### src/design/dao_pkg.sv
// Purpose: Shared constants and types for the dual converter output control
// Assumes: mclk at 250 MHz; sample clocks and control pins are asynchronous
// Notes: Register offsets are byte addresses on a 32-bit APB slave
package dao_pkg;
  // Word widths and conversion range
  localparam int DAO_WORD_W = 10;
  localparam int DAO_RAW_W = 12;
  localparam logic signed [11:0] DAO_RAW_POS_END = 12'h1FF;
  localparam logic signed [11:0] DAO_RAW_NEG_END = 12'hE00;
  localparam logic [9:0] DAO_SIGN_FLIP = 10'h200;

  // Four-level format pin, as coded by the level sensor
  localparam logic [1:0] DAO_LVL_GND = 2'h0;
  localparam logic [1:0] DAO_LVL_THIRD = 2'h1;
  localparam logic [1:0] DAO_LVL_TWO_THIRD = 2'h2;
  localparam logic [1:0] DAO_LVL_VDD = 2'h3;

  // Register offsets
  localparam logic [11:0] DAO_CTRL_OFS = 12'h000;
  localparam logic [11:0] DAO_STATUS_OFS = 12'h004;
  localparam logic [11:0] DAO_SAMPLE_A_OFS = 12'h008;
  localparam logic [11:0] DAO_SAMPLE_B_OFS = 12'h00C;

  // Field positions and reset values
  localparam logic [31:0] DAO_CTRL_RST = 32'h0000_0003;
  localparam logic [31:0] DAO_CTRL_MASK = 32'h0000_0003;
  localparam int DAO_CTRL_DRV_LSB = 0;
  localparam int DAO_ST_PWR_LSB = 0;
  localparam int DAO_ST_READY_LSB = 4;
  localparam int DAO_ST_LOCK_LSB = 6;
  localparam int DAO_ST_TWOS_BIT = 8;
  localparam int DAO_ST_STAB_BIT = 9;
  localparam int DAO_ST_SWAP_BIT = 10;
  localparam int DAO_SMP_FLAG_BIT = 10;

  // Timing
  localparam int DAO_MCLK_MHZ = 250;
  localparam int DAO_MCLK_NS = 4;
  localparam int DAO_SLEEP_WAKE_MS = 2;
  localparam int DAO_SLEEP_WAKE_CLKS = DAO_SLEEP_WAKE_MS * 1000 * DAO_MCLK_MHZ;
  localparam int DAO_NAP_WAKE_CYC = 100;
  localparam int DAO_RELOCK_CYC = 100;
  localparam int DAO_CLK_STOP_NS = 2000;
  localparam int DAO_CLK_STOP_CLKS = (DAO_CLK_STOP_NS + DAO_MCLK_NS - 1) / DAO_MCLK_NS;
  localparam int DAO_PIPE_DEPTH = 5;

  // Per-channel power state
  typedef enum logic [1:0] {
    DAO_PWR_RUN,
    DAO_PWR_NAP,
    DAO_PWR_SLEEP,
    DAO_PWR_WAKE
  } dao_pwr_t;
endpackage

### src/design/dao_sync.sv
// Purpose: Two-stage synchroniser for a group of asynchronous levels
// Assumes: Inputs are slow levels or clocks well below mclk
// Notes: First stage is read by the second stage only
`timescale 1ns/1ps
module dao_sync #(
  parameter int WIDTH = 1
) (
  // Clock and reset
  input wire logic mclk,
  input wire logic sys_rst,
  // Levels
  input wire logic [WIDTH-1:0] async_in,
  output logic [WIDTH-1:0] sync_out
);
  import dao_pkg::*;

  typedef struct packed {
    logic [WIDTH-1:0] meta;
    logic [WIDTH-1:0] held;
  } dao_sync_st_t;

  dao_sync_st_t st_r, st_nxt;

  if (WIDTH < 1) begin : g_bad_width
    $error("dao_sync needs WIDTH of at least one");
  end

  // Shift through both stages
  always_comb begin
    st_nxt.meta = async_in;
    st_nxt.held = st_r.meta;
  end

  always_ff @(posedge mclk) begin
    if (sys_rst) begin
      st_r <= '0;
    end else begin
      st_r <= st_nxt;
    end
  end

  assign sync_out = st_r.held;
endmodule

### src/design/dao_chan.sv
// Purpose: Output coding and pipeline for one converter channel
// Assumes: sample_en is a one-cycle pulse per rising sample clock edge
// Notes: Pipeline only advances on sample_en, so latency is in sample clocks
`timescale 1ns/1ps
module dao_chan #(
  parameter int PIPE_DEPTH = dao_pkg::DAO_PIPE_DEPTH
) (
  // Clock and reset
  input wire logic mclk,
  input wire logic sys_rst,
  // Conversion input
  input wire logic sample_en,
  input wire logic signed [dao_pkg::DAO_RAW_W-1:0] conv_value,
  input wire logic twos_fmt,
  // Coded output
  output logic [dao_pkg::DAO_WORD_W-1:0] word_r,
  output logic flag_r
);
  import dao_pkg::*;

  typedef struct packed {
    logic [PIPE_DEPTH-1:0][DAO_WORD_W-1:0] word;
    logic [PIPE_DEPTH-1:0] flag;
  } dao_chst_t;

  dao_chst_t st_r, st_nxt;

  if (PIPE_DEPTH < 1) begin : g_bad_depth
    $error("dao_chan needs PIPE_DEPTH of at least one");
  end

  // Clamp to the range ends and flag anything beyond them
  function automatic logic [DAO_WORD_W:0] dao_code(input logic signed [DAO_RAW_W-1:0] v,
                                                   input logic twos);
    logic [DAO_WORD_W-1:0] sat;
    logic over;
    sat = v[DAO_WORD_W-1:0];
    over = 1'b0;
    if (v > DAO_RAW_POS_END) begin
      sat = DAO_RAW_POS_END[DAO_WORD_W-1:0];
      over = 1'b1;
    end else if (v < DAO_RAW_NEG_END) begin
      sat = DAO_RAW_NEG_END[DAO_WORD_W-1:0];
      over = 1'b1;
    end
    // Offset binary is two's complement with the sign bit turned round
    if (!twos) begin
      sat = sat ^ DAO_SIGN_FLIP;
    end
    return {over, sat};
  endfunction

  // Code on each sample edge and shift the pipeline
  always_comb begin
    st_nxt = st_r;
    if (sample_en) begin
      {st_nxt.flag[0], st_nxt.word[0]} = dao_code(conv_value, twos_fmt);
      for (int i = 1; i < PIPE_DEPTH; i++) begin
        st_nxt.word[i] = st_r.word[i-1];
        st_nxt.flag[i] = st_r.flag[i-1];
      end
    end
  end

  always_ff @(posedge mclk) begin
    if (sys_rst) begin
      st_r <= '0;
    end else begin
      st_r <= st_nxt;
    end
  end

  assign word_r = st_r.word[PIPE_DEPTH-1];
  assign flag_r = st_r.flag[PIPE_DEPTH-1];

  // Checks on the first pipeline stage
  a_offset_mid: assert property (@(posedge mclk) disable iff (sys_rst)
    sample_en && !twos_fmt && conv_value == 0 |=> st_r.word[0] == 10'h200 && !st_r.flag[0])
    else $error("offset binary zero code wrong");
  a_twos_ends: assert property (@(posedge mclk) disable iff (sys_rst)
    sample_en && twos_fmt && conv_value == DAO_RAW_NEG_END |=> st_r.word[0] == 10'h200)
    else $error("two's complement negative end wrong");
  a_over_clamp: assert property (@(posedge mclk) disable iff (sys_rst)
    sample_en && conv_value > DAO_RAW_POS_END |=>
    st_r.flag[0] && st_r.word[0] == ($past(twos_fmt) ? 10'h1FF : 10'h3FF))
    else $error("overrange not clamped or flagged");
  a_in_range: assert property (@(posedge mclk) disable iff (sys_rst)
    sample_en && conv_value <= DAO_RAW_POS_END && conv_value >= DAO_RAW_NEG_END
    |=> !st_r.flag[0])
    else $error("flag set for in-range input");
endmodule

### src/design/dao_top.sv
// Purpose: Output control of a dual 10-bit converter: coding, enables, power, swap
// Assumes: Pins are asynchronous to mclk; conversion values come from mclk logic
// Notes: APB slave answers with one wait state; bus pins are out plus enable
// Operation
// - Offset binary: all ones top, one then zeros at zero, all zeros bottom.
// - Two's complement: zero then ones top, zeros at zero, one then zeros bottom.
// - Beyond range clamp word to end code and raise flag; flag low in range.
// - Raised flag means the sample was above or below the range.
// - Format pin levels select coding and stabilizer in four combinations.
// - Ground or one-third level gives offset binary words.
// - Two-thirds or full level gives two's complement words.
// - Channel enable high puts its data and flag outputs in high impedance.
// - Each channel has its own enable acting only on its own bus.
// - Shutdown low means normal operation of that channel.
// - Shutdown and enable high give sleep; long recovery after leaving.
// - Shutdown high and enable low give nap; recovery about 100 sample clocks.
// - In sleep or nap all outputs of the channel are high impedance.
// - Shutdown, sleep, nap and enable are independent per channel.
// - Swap select high: channel A on bus A, channel B on bus B.
// - Swap select low: channel A on bus B, channel B on bus A.
// - Stabilizer on: rising edge sampling, about 100 cycles relock after clock stop.
//
// The APB slave port and the register offsets were chosen for this implementation.
`timescale 1ns/1ps
module dao_top #(
  parameter int SLEEP_WAKE_CLKS = dao_pkg::DAO_SLEEP_WAKE_CLKS,
  parameter int CLK_STOP_CLKS = dao_pkg::DAO_CLK_STOP_CLKS,
  parameter int PIPE_DEPTH = dao_pkg::DAO_PIPE_DEPTH
) (
  // Clock and reset
  input wire logic mclk,
  input wire logic sys_rst,
  // APB slave
  input wire logic psel,
  input wire logic penable,
  input wire logic pwrite,
  input wire logic [11:0] paddr,
  input wire logic [31:0] pwdata,
  output logic [31:0] prdata,
  output logic pready,
  output logic pslverr,
  // Conversion results from the converter core
  input wire logic [dao_pkg::DAO_RAW_W-1:0] conv_value_a,
  input wire logic [dao_pkg::DAO_RAW_W-1:0] conv_value_b,
  // Control pins
  input wire logic sample_clock_a,
  input wire logic sample_clock_b,
  input wire logic bus_swap_sel,
  input wire logic [1:0] format_level,
  input wire logic chan_a_power_down,
  input wire logic chan_b_power_down,
  input wire logic chan_a_drive_enable_n,
  input wire logic chan_b_drive_enable_n,
  // Output bus A
  output logic [dao_pkg::DAO_WORD_W-1:0] bus_a_word,
  output logic overrange_flag_bus_a,
  output logic bus_a_oe,
  // Output bus B
  output logic [dao_pkg::DAO_WORD_W-1:0] bus_b_word,
  output logic overrange_flag_bus_b,
  output logic bus_b_oe
);
  import dao_pkg::*;

  localparam int WAKE_W = $clog2(SLEEP_WAKE_CLKS + 1);
  localparam int IDLE_W = $clog2(CLK_STOP_CLKS + 1);
  localparam int LOCK_W = $clog2(DAO_RELOCK_CYC + 1);
  localparam logic [WAKE_W-1:0] SLEEP_LOAD = WAKE_W'(SLEEP_WAKE_CLKS);
  localparam logic [WAKE_W-1:0] NAP_LOAD = WAKE_W'(DAO_NAP_WAKE_CYC);
  localparam logic [IDLE_W-1:0] STOP_MAX = IDLE_W'(CLK_STOP_CLKS);
  localparam logic [LOCK_W-1:0] LOCK_LAST = LOCK_W'(DAO_RELOCK_CYC - 1);

  if (SLEEP_WAKE_CLKS < DAO_NAP_WAKE_CYC || CLK_STOP_CLKS < 2) begin : g_bad_cfg
    $error("dao_top wake or stop count too small");
  end

  typedef struct packed {
    dao_pwr_t pwr;
    logic from_sleep;
    logic [WAKE_W-1:0] wake_cnt;
    logic [IDLE_W-1:0] idle_cnt;
    logic locked;
    logic [LOCK_W-1:0] lock_cnt;
    logic sclk_d;
  } dao_ch_t;

  typedef struct packed {
    dao_ch_t [1:0] ch;
    logic [1:0][DAO_WORD_W-1:0] bus_word;
    logic [1:0] bus_flag;
    logic [1:0] bus_oe;
    logic [31:0] ctrl;
    logic [31:0] prdata;
    logic pready;
    logic pslverr;
  } dao_top_t;

  dao_top_t st_r, st_nxt;

  logic [1:0] sclk_s;
  logic [1:0] pd_s;
  logic [1:0] oen_s;
  logic swap_s;
  logic [1:0] fmt_s;
  logic twos;
  logic stab;
  logic [1:0] smp_en;
  logic [1:0] ready;
  logic [1:0][DAO_WORD_W-1:0] ch_word;
  logic [1:0] ch_flag;
  logic [1:0][DAO_RAW_W-1:0] conv_val;

  // Pins cross into mclk; the sample clocks are sampled like any level
  dao_sync #(.WIDTH(9)) u_pins (
    .mclk(mclk),
    .sys_rst(sys_rst),
    .async_in({sample_clock_b, sample_clock_a, chan_b_power_down, chan_a_power_down,
               chan_b_drive_enable_n, chan_a_drive_enable_n, bus_swap_sel, format_level}),
    .sync_out({sclk_s, pd_s, oen_s, swap_s, fmt_s})
  );

  // Format pin decode; middle levels switch the stabilizer on
  assign twos = fmt_s[1];
  assign stab = fmt_s == DAO_LVL_THIRD || fmt_s == DAO_LVL_TWO_THIRD;
  assign conv_val = {conv_value_b, conv_value_a};

  // Drive allowed only when enabled, awake and not held off by software
  function automatic logic dao_drive(input dao_pwr_t pwr, input logic pd, input logic oen,
                                     input logic sw_en);
    return !oen && !pd && sw_en && pwr != DAO_PWR_NAP && pwr != DAO_PWR_SLEEP;
  endfunction

  // Per channel: edge detect, coding pipeline, readiness
  for (genvar g = 0; g < 2; g++) begin : g_ch
    // Rising edge only; the falling edge of the sample clock is never used
    assign smp_en[g] = sclk_s[g] & ~st_r.ch[g].sclk_d;
    assign ready[g] = st_r.ch[g].pwr == DAO_PWR_RUN && (st_r.ch[g].locked || !stab);

    dao_chan #(.PIPE_DEPTH(PIPE_DEPTH)) u_chan (
      .mclk(mclk),
      .sys_rst(sys_rst),
      .sample_en(smp_en[g]),
      .conv_value(conv_val[g]),
      .twos_fmt(twos),
      .word_r(ch_word[g]),
      .flag_r(ch_flag[g])
    );

    a_enable_hiz: assert property (@(posedge mclk) disable iff (sys_rst)
      oen_s[g] |=> !st_r.bus_oe[g])
      else $error("bus driven while its enable is high");
    a_pd_hiz: assert property (@(posedge mclk) disable iff (sys_rst)
      st_r.ch[g].pwr == DAO_PWR_NAP || st_r.ch[g].pwr == DAO_PWR_SLEEP |-> !st_r.bus_oe[g])
      else $error("bus driven in nap or sleep");
    a_sleep_entry: assert property (@(posedge mclk) disable iff (sys_rst)
      st_r.ch[g].pwr == DAO_PWR_RUN && pd_s[g] && oen_s[g] |=>
      st_r.ch[g].pwr == DAO_PWR_SLEEP)
      else $error("sleep not entered");
    a_nap_entry: assert property (@(posedge mclk) disable iff (sys_rst)
      st_r.ch[g].pwr == DAO_PWR_RUN && pd_s[g] && !oen_s[g] |=> st_r.ch[g].pwr == DAO_PWR_NAP)
      else $error("nap not entered");
    a_nap_recover: assert property (@(posedge mclk) disable iff (sys_rst)
      st_r.ch[g].pwr == DAO_PWR_NAP && !st_r.ch[g].from_sleep && !pd_s[g] |=>
      st_r.ch[g].pwr == DAO_PWR_WAKE && st_r.ch[g].wake_cnt == 100)
      else $error("nap recovery count wrong");
    a_run_stays: assert property (@(posedge mclk) disable iff (sys_rst)
      st_r.ch[g].pwr == DAO_PWR_RUN && !pd_s[g] |=> st_r.ch[g].pwr == DAO_PWR_RUN)
      else $error("channel left normal operation");
    a_relock_gate: assert property (@(posedge mclk) disable iff (sys_rst)
      stab && !st_r.ch[g].locked |-> !ready[g])
      else $error("ready before stabilizer relock");
  end

  // Bus swap checks: bus A carries channel A when the select is high
  a_swap_high: assert property (@(posedge mclk) disable iff (sys_rst)
    swap_s |=> bus_a_word == $past(ch_word[0]) && overrange_flag_bus_b == $past(ch_flag[1]))
    else $error("straight bus mapping wrong");
  a_swap_low: assert property (@(posedge mclk) disable iff (sys_rst)
    !swap_s |=> bus_b_word == $past(ch_word[0]) && overrange_flag_bus_a == $past(ch_flag[1]))
    else $error("swapped bus mapping wrong");

  // Next-state logic for power, lock, buses and the register slave
  always_comb begin
    logic [31:0] status;
    logic tick;
    status = '0;
    tick = 1'b0;
    st_nxt = st_r;
    st_nxt.pready = 1'b0;
    st_nxt.pslverr = 1'b0;

    for (int i = 0; i < 2; i++) begin
      st_nxt.ch[i].sclk_d = sclk_s[i];

      // Clock stop watchdog; a stopped clock forces a fresh relock
      if (smp_en[i]) begin
        st_nxt.ch[i].idle_cnt = '0;
      end else if (st_r.ch[i].idle_cnt != STOP_MAX) begin
        st_nxt.ch[i].idle_cnt = st_r.ch[i].idle_cnt + 1'b1;
      end
      if (st_r.ch[i].idle_cnt == STOP_MAX) begin
        st_nxt.ch[i].locked = 1'b0;
        st_nxt.ch[i].lock_cnt = '0;
      end else if (!st_r.ch[i].locked && smp_en[i]) begin
        if (st_r.ch[i].lock_cnt == LOCK_LAST) begin
          st_nxt.ch[i].locked = 1'b1;
        end else begin
          st_nxt.ch[i].lock_cnt = st_r.ch[i].lock_cnt + 1'b1;
        end
      end

      // Power state; each channel sees only its own shutdown and enable
      tick = st_r.ch[i].from_sleep | smp_en[i];
      case (st_r.ch[i].pwr)
        DAO_PWR_RUN, DAO_PWR_WAKE: begin
          if (pd_s[i]) begin
            st_nxt.ch[i].pwr = oen_s[i] ? DAO_PWR_SLEEP : DAO_PWR_NAP;
            st_nxt.ch[i].from_sleep = oen_s[i];
          end else if (st_r.ch[i].pwr == DAO_PWR_WAKE && tick) begin
            st_nxt.ch[i].wake_cnt = st_r.ch[i].wake_cnt - 1'b1;
            if (st_r.ch[i].wake_cnt <= 1) begin
              // Back in normal operation; a later nap gets the short recovery
              st_nxt.ch[i].pwr = DAO_PWR_RUN;
              st_nxt.ch[i].from_sleep = 1'b0;
            end
          end
        end
        DAO_PWR_NAP, DAO_PWR_SLEEP: begin
          // Once the reference went down the long recovery applies
          if (!pd_s[i]) begin
            st_nxt.ch[i].pwr = DAO_PWR_WAKE;
            st_nxt.ch[i].wake_cnt = st_r.ch[i].from_sleep ? SLEEP_LOAD : NAP_LOAD;
          end else if (oen_s[i]) begin
            st_nxt.ch[i].pwr = DAO_PWR_SLEEP;
            st_nxt.ch[i].from_sleep = 1'b1;
          end else begin
            st_nxt.ch[i].pwr = DAO_PWR_NAP;
          end
        end
        default: begin
          st_nxt.ch[i].pwr = DAO_PWR_RUN;
        end
      endcase

      // Physical bus i follows the enable and shutdown of channel i
      st_nxt.bus_oe[i] = dao_drive(st_r.ch[i].pwr, pd_s[i], oen_s[i],
                                   st_r.ctrl[DAO_CTRL_DRV_LSB + i]);

      status[DAO_ST_PWR_LSB + 2 * i +: 2] = st_r.ch[i].pwr;
      status[DAO_ST_READY_LSB + i] = ready[i];
      status[DAO_ST_LOCK_LSB + i] = st_r.ch[i].locked;
    end
    status[DAO_ST_TWOS_BIT] = twos;
    status[DAO_ST_STAB_BIT] = stab;
    status[DAO_ST_SWAP_BIT] = swap_s;

    // Swap select high keeps channels straight, low crosses them
    st_nxt.bus_word[0] = swap_s ? ch_word[0] : ch_word[1];
    st_nxt.bus_flag[0] = swap_s ? ch_flag[0] : ch_flag[1];
    st_nxt.bus_word[1] = swap_s ? ch_word[1] : ch_word[0];
    st_nxt.bus_flag[1] = swap_s ? ch_flag[1] : ch_flag[0];

    // One wait state lets read data come out of a register
    if (psel && penable && !st_r.pready) begin
      st_nxt.pready = 1'b1;
      case (paddr)
        DAO_CTRL_OFS: st_nxt.prdata = st_r.ctrl;
        DAO_STATUS_OFS: st_nxt.prdata = status;
        DAO_SAMPLE_A_OFS: begin
          st_nxt.prdata = '0;
          st_nxt.prdata[DAO_SMP_FLAG_BIT:0] = {ch_flag[0], ch_word[0]};
        end
        DAO_SAMPLE_B_OFS: begin
          st_nxt.prdata = '0;
          st_nxt.prdata[DAO_SMP_FLAG_BIT:0] = {ch_flag[1], ch_word[1]};
        end
        default: begin
          st_nxt.prdata = '0;
          st_nxt.pslverr = 1'b1;
        end
      endcase
    end

    // Write lands on the edge that completes the access
    if (psel && penable && st_r.pready && pwrite && paddr == DAO_CTRL_OFS) begin
      st_nxt.ctrl = pwdata & DAO_CTRL_MASK;
    end
  end

  always_ff @(posedge mclk) begin
    if (sys_rst) begin
      st_r <= '0;
      st_r.ctrl <= DAO_CTRL_RST;
    end else begin
      st_r <= st_nxt;
    end
  end

  // Outputs straight from the state register
  assign prdata = st_r.prdata;
  assign pready = st_r.pready;
  assign pslverr = st_r.pslverr;
  assign bus_a_word = st_r.bus_word[0];
  assign overrange_flag_bus_a = st_r.bus_flag[0];
  assign bus_a_oe = st_r.bus_oe[0];
  assign bus_b_word = st_r.bus_word[1];
  assign overrange_flag_bus_b = st_r.bus_flag[1];
  assign bus_b_oe = st_r.bus_oe[1];

  // Software hold-off reaches the pins one cycle after the write
  a_sw_holdoff: assert property (@(posedge mclk) disable iff (sys_rst)
    !st_r.ctrl[DAO_CTRL_DRV_LSB] |=> !bus_a_oe)
    else $error("bus A driven while held off");
endmodule

### config.mk
export PLATFORM = sky130hd
export DESIGN_NAME = dao_top
export DESIGN_NICKNAME = d
export VERILOG_FILES = /design/src/design/dao_pkg.sv /design/src/design/dao_sync.sv /design/src/design/dao_chan.sv /design/src/design/dao_top.sv
export SDC_FILE = /design/constraint.sdc
export NUM_CORES = 1
export LEC_CHECK = 0
export ABC_AREA = 1
export BUFFER_PORTS_ARGS = -buffer_cell sky130_fd_sc_hd__buf_2
export CAP_MARGIN = 40
export CORE_UTILIZATION = 35
export DETAILED_ROUTE_END_ITERATION = 8
export PLACE_DENSITY = 0.54
export RECOVER_POWER = 50
export SLEW_MARGIN = 10
export SYNTH_ARGS = -nofsm -noshare
export SYNTH_HDL_FRONTEND = slang
export SYNTH_HIERARCHICAL = 1
export SYNTH_SLANG_ARGS = --single-unit
### constraint.sdc
create_clock -name mclk -period 4.4 [get_ports mclk]
set_input_delay 0.44 -clock mclk [delete_from_list [all_inputs] [get_ports mclk]]
set_output_delay 0.44 -clock mclk [all_outputs]
set_load 0.01 [all_outputs]
==> out/metrics.yaml <==
core-area_mm2: 0.0316
synthDistinctLibCells: 49
synthCells: 1564
powerDensity_mw_per_mm2: 555
synth_enable_flop_cells: 0
cts_hold_buf: 0
area_growth_pct: 10.2
utilization_pct: 39.3
dp_hpwl_um: 17600
io_buffers: 88
drt_iter0_drc: 664
final_nets: 1687
cp_slowest_stage_delay_ns: 1.23
switchingPower_w: 0.00243
rr_worst_depth: 7
yosysMostFrequentCell: "nor2_1"
cp_top_family: "buffers and inverters"
final_area_mm2: 0.0124
viasPerCell: 4.69
die_area_mm2: 0.0329
clk_transition_reported_paths_ns: 0.06
critPathLaunch: "u_pins/sync_out[7]"
violations: "capacitance limit, slew limit"
wl_um: 25800
timing.rr.start: "u_pins/sync_out[7]"
track_usage_pct: 15.6
r2r_setup_slack_ns: 1.83
drv_cap: 2
nFillCells: 3383
slew_violations: 97
min_delay_path_depth: 3
max_slew_margin_pct: -59.9
required_ns: 4.83
grt_first_pass_wirelength_um: 42500
hold-path-endpoint: "u_pins/st_nxt[6]"
worst_slew_pin_slew_ns: 2.40
fmax_mhz: 389
synth-main-ff-cell: "dfxtp_1"
swShare_pct: 35.3
start_util_pct: 35.6
ant_nets: 0
path_max_fanout: 47
overflow: 0
ys_seq_area_share_pct: 44.0
synth_warnings: 6
clock_path_buffers: 3
worst_hold_slack_ns: 0.102
first_global_vias: 8490
hold_violations: 0
crit_type: "register to register"
hp-class: "input pin to register"
p_leak_nw: 5.64
met3_length_um: 1200
dieHeight_um: 181
clk-insertion-delay-late_ns: 0.55
cp_cell_sequence: "nand2_1 -> inv_1 -> clkbuf_1 -> nor2_1 -> inv_1 -> a21oi_1 -> o21a_1"
yosys.area.top_type_share_pct: 44.0
gp_congestion: 0.852
crit_path_start_kind: "register"
status: "finished with violations"
avgRoutedWirePerCell_um: 12.9
cts_resized: 0
synthTopCellsByCount: "nor2_1 (348), nand2_1 (265), dfxtp_1 (247), o21ai_0 (144), inv_1 (139)"
num_vias: 9409
ys_seq_elements: 247
grt_antenna_before_repair: 0
ios: 140
cpMostUsedCell: "inv_1"
synth_top_area_cell: "dfxtp_1"
fin_skew_ns: 0.00902
highest_layer: "met4"
cp.buffers_inverters: 3
pwr-share-clk_pct: 32.9
crit_slowest_cell: "clkbuf_1"
syn_area_per_cell_um2: 7.19
drive_above_1_share_pct: 9.53
post_cts_buffers: 0
multi_input_area_mm2: 0.00500
diodes: 0
r2r_end: "st_r[103]"
dr_wl_met2_um: 11200
die_w_um: 181
cts_buffers: 28
placed_cell_area_mm2: 0.0116
rows: 65
fin_tns_setup_ns: 0
async_flop_share_pct: 0
p_int_w: 0.00445
hold_start: "chan_b_power_down"
rsz0062_at_grt: "false"
peakVddDrop_mv: 0.276
seq_area_mm2: 0.00494
seqPwrFrac_pct: 38.3
drc: 0
cts_tree: "built"
layout_min_cycle_time_ns: 2.57
critPathArrivalTime_ns: 3.00
comb_power_share_pct: 28.8
crit_path_end_kind: "register"
htree_levels: 1
cts_sinks: 247
wl_met1_um: 12900
grt_max_degree: 56
cts_root_buf: "clkbuf_16"
min_period_over_period_pct: 58.4
drt_pass1_iterations: 5
synth_area_mm2: 0.0112
synth_area_leaders: "dfxtp_1 (44%), nor2_1 (12%), nand2_1 (8.8%)"
setup_violations: 0
[worst max-delay path by stage]
stage	to	slack [ns]	cells past startpoint
2_1_floorplan	st_r[110]	2.77	10
3_3_place_gp	st_r[137]	1.80	7
3_5_place_dp	st_r[110]	2.08	9
4_1_cts	st_r[110]	2.05	9
5_1_grt	st_r[103]	1.49	7
6_report	st_r[103]	1.83	7
[cell usage in the layout, fill, tap and decap left out, types with 8 or more instances in the layout]
master	n
a21oi_1	94
buf_2	50
clkbuf_1	45
clkbuf_16	28
conb_1	21
dfxtp_1	247
ha_1	18
inv_1	139
nand2_1	265
nand2_2	8
nand3_1	59
nand4_1	15
nor2_1	348
nor2_2	8
nor3_1	9
o21ai_0	145
xor2_1	8
[sequential cells by signal, indices dropped and copies added, names as in the netlist]
name	cells
g_ch.u_chan/flag_r	2
bus_b_oe	1
pslverr	1
g_ch.u_chan/st_r	88
u_pins/sync_out	9
pready	1
bus_a_oe	1
u_pins/st_nxt	9
overrange_flag_bus_a	1
overrange_flag_bus_b	1
bus_a_word	10
st_r	82
prdata	11
bus_b_word	10
g_ch.u_chan/word_r	20
[layout make-up]
class	instances	area share [%]
Clock buffer	38	6.52
Multi-Input combinational cell	1065	40.3
Clock inverter	11	0.787
Tap cell	402	4.06
Timing Repair Buffer	96	3.86
Inverter	149	4.57
Sequential cell	247	39.9
[per-stage QoR]
step	power [W]	setup slack [ns]	std cells
after floorplan	0.00427	2.77	1584
after global placement	0.00464	1.80	1956
after detailed placement	0.00466	2.08	1959
after CTS	0.00696	2.05	2008
after global routing	0.00738	1.49	2008
final	0.00688	1.83	2008
[kinds of logic (layout without fill, tap and decap cells)]
family,Yosys count,after routing,share of synthesized area (%)
DFF,247,247,44.0
adders and majority gates,18,18,2.00
AOI/OAI and AO/OA,270,270,12.9
xor gates and xnor gates,12,12,0.934
and+or+nand+nor,744,744,27.9
buffers and inverters,272,294,12.2
other,1,21,0.0333
[worst reg2reg max path: cells and delay by family (launching register included)]
family	cells	cell delay (ns)
buffers and inverters	3	1.67
AOI/OAI and AO/OA	2	0.17
DFF	1	0.33
and+or+nand+nor	2	0.28
[power groups by stage]
| stage | logic (W) | registers (W) | clock network (W) |
|---|---|---|---|
| 2_1_floorplan | 0.00164 | 0.00263 | 0 |
| 3_3_place_gp | 0.00196 | 0.00268 | 0 |
| 3_5_place_dp | 0.00198 | 0.00268 | 0 |
| 4_1_cts | 0.00200 | 0.00264 | 0.00233 |
| 5_1_grt | 0.00229 | 0.00267 | 0.00242 |
| 6_report | 0.00198 | 0.00264 | 0.00226 |
[metal layers]
metal | vias to the layer above | GRT usage, %
met5 | - | 0
met4 | 0 | 4.75
met3 | 46 | 2.14
met2 | 193 | 24.7
met1 | 4243 | 22.0
li1 | 4927 | -
(Power assumes the default switching activity.)
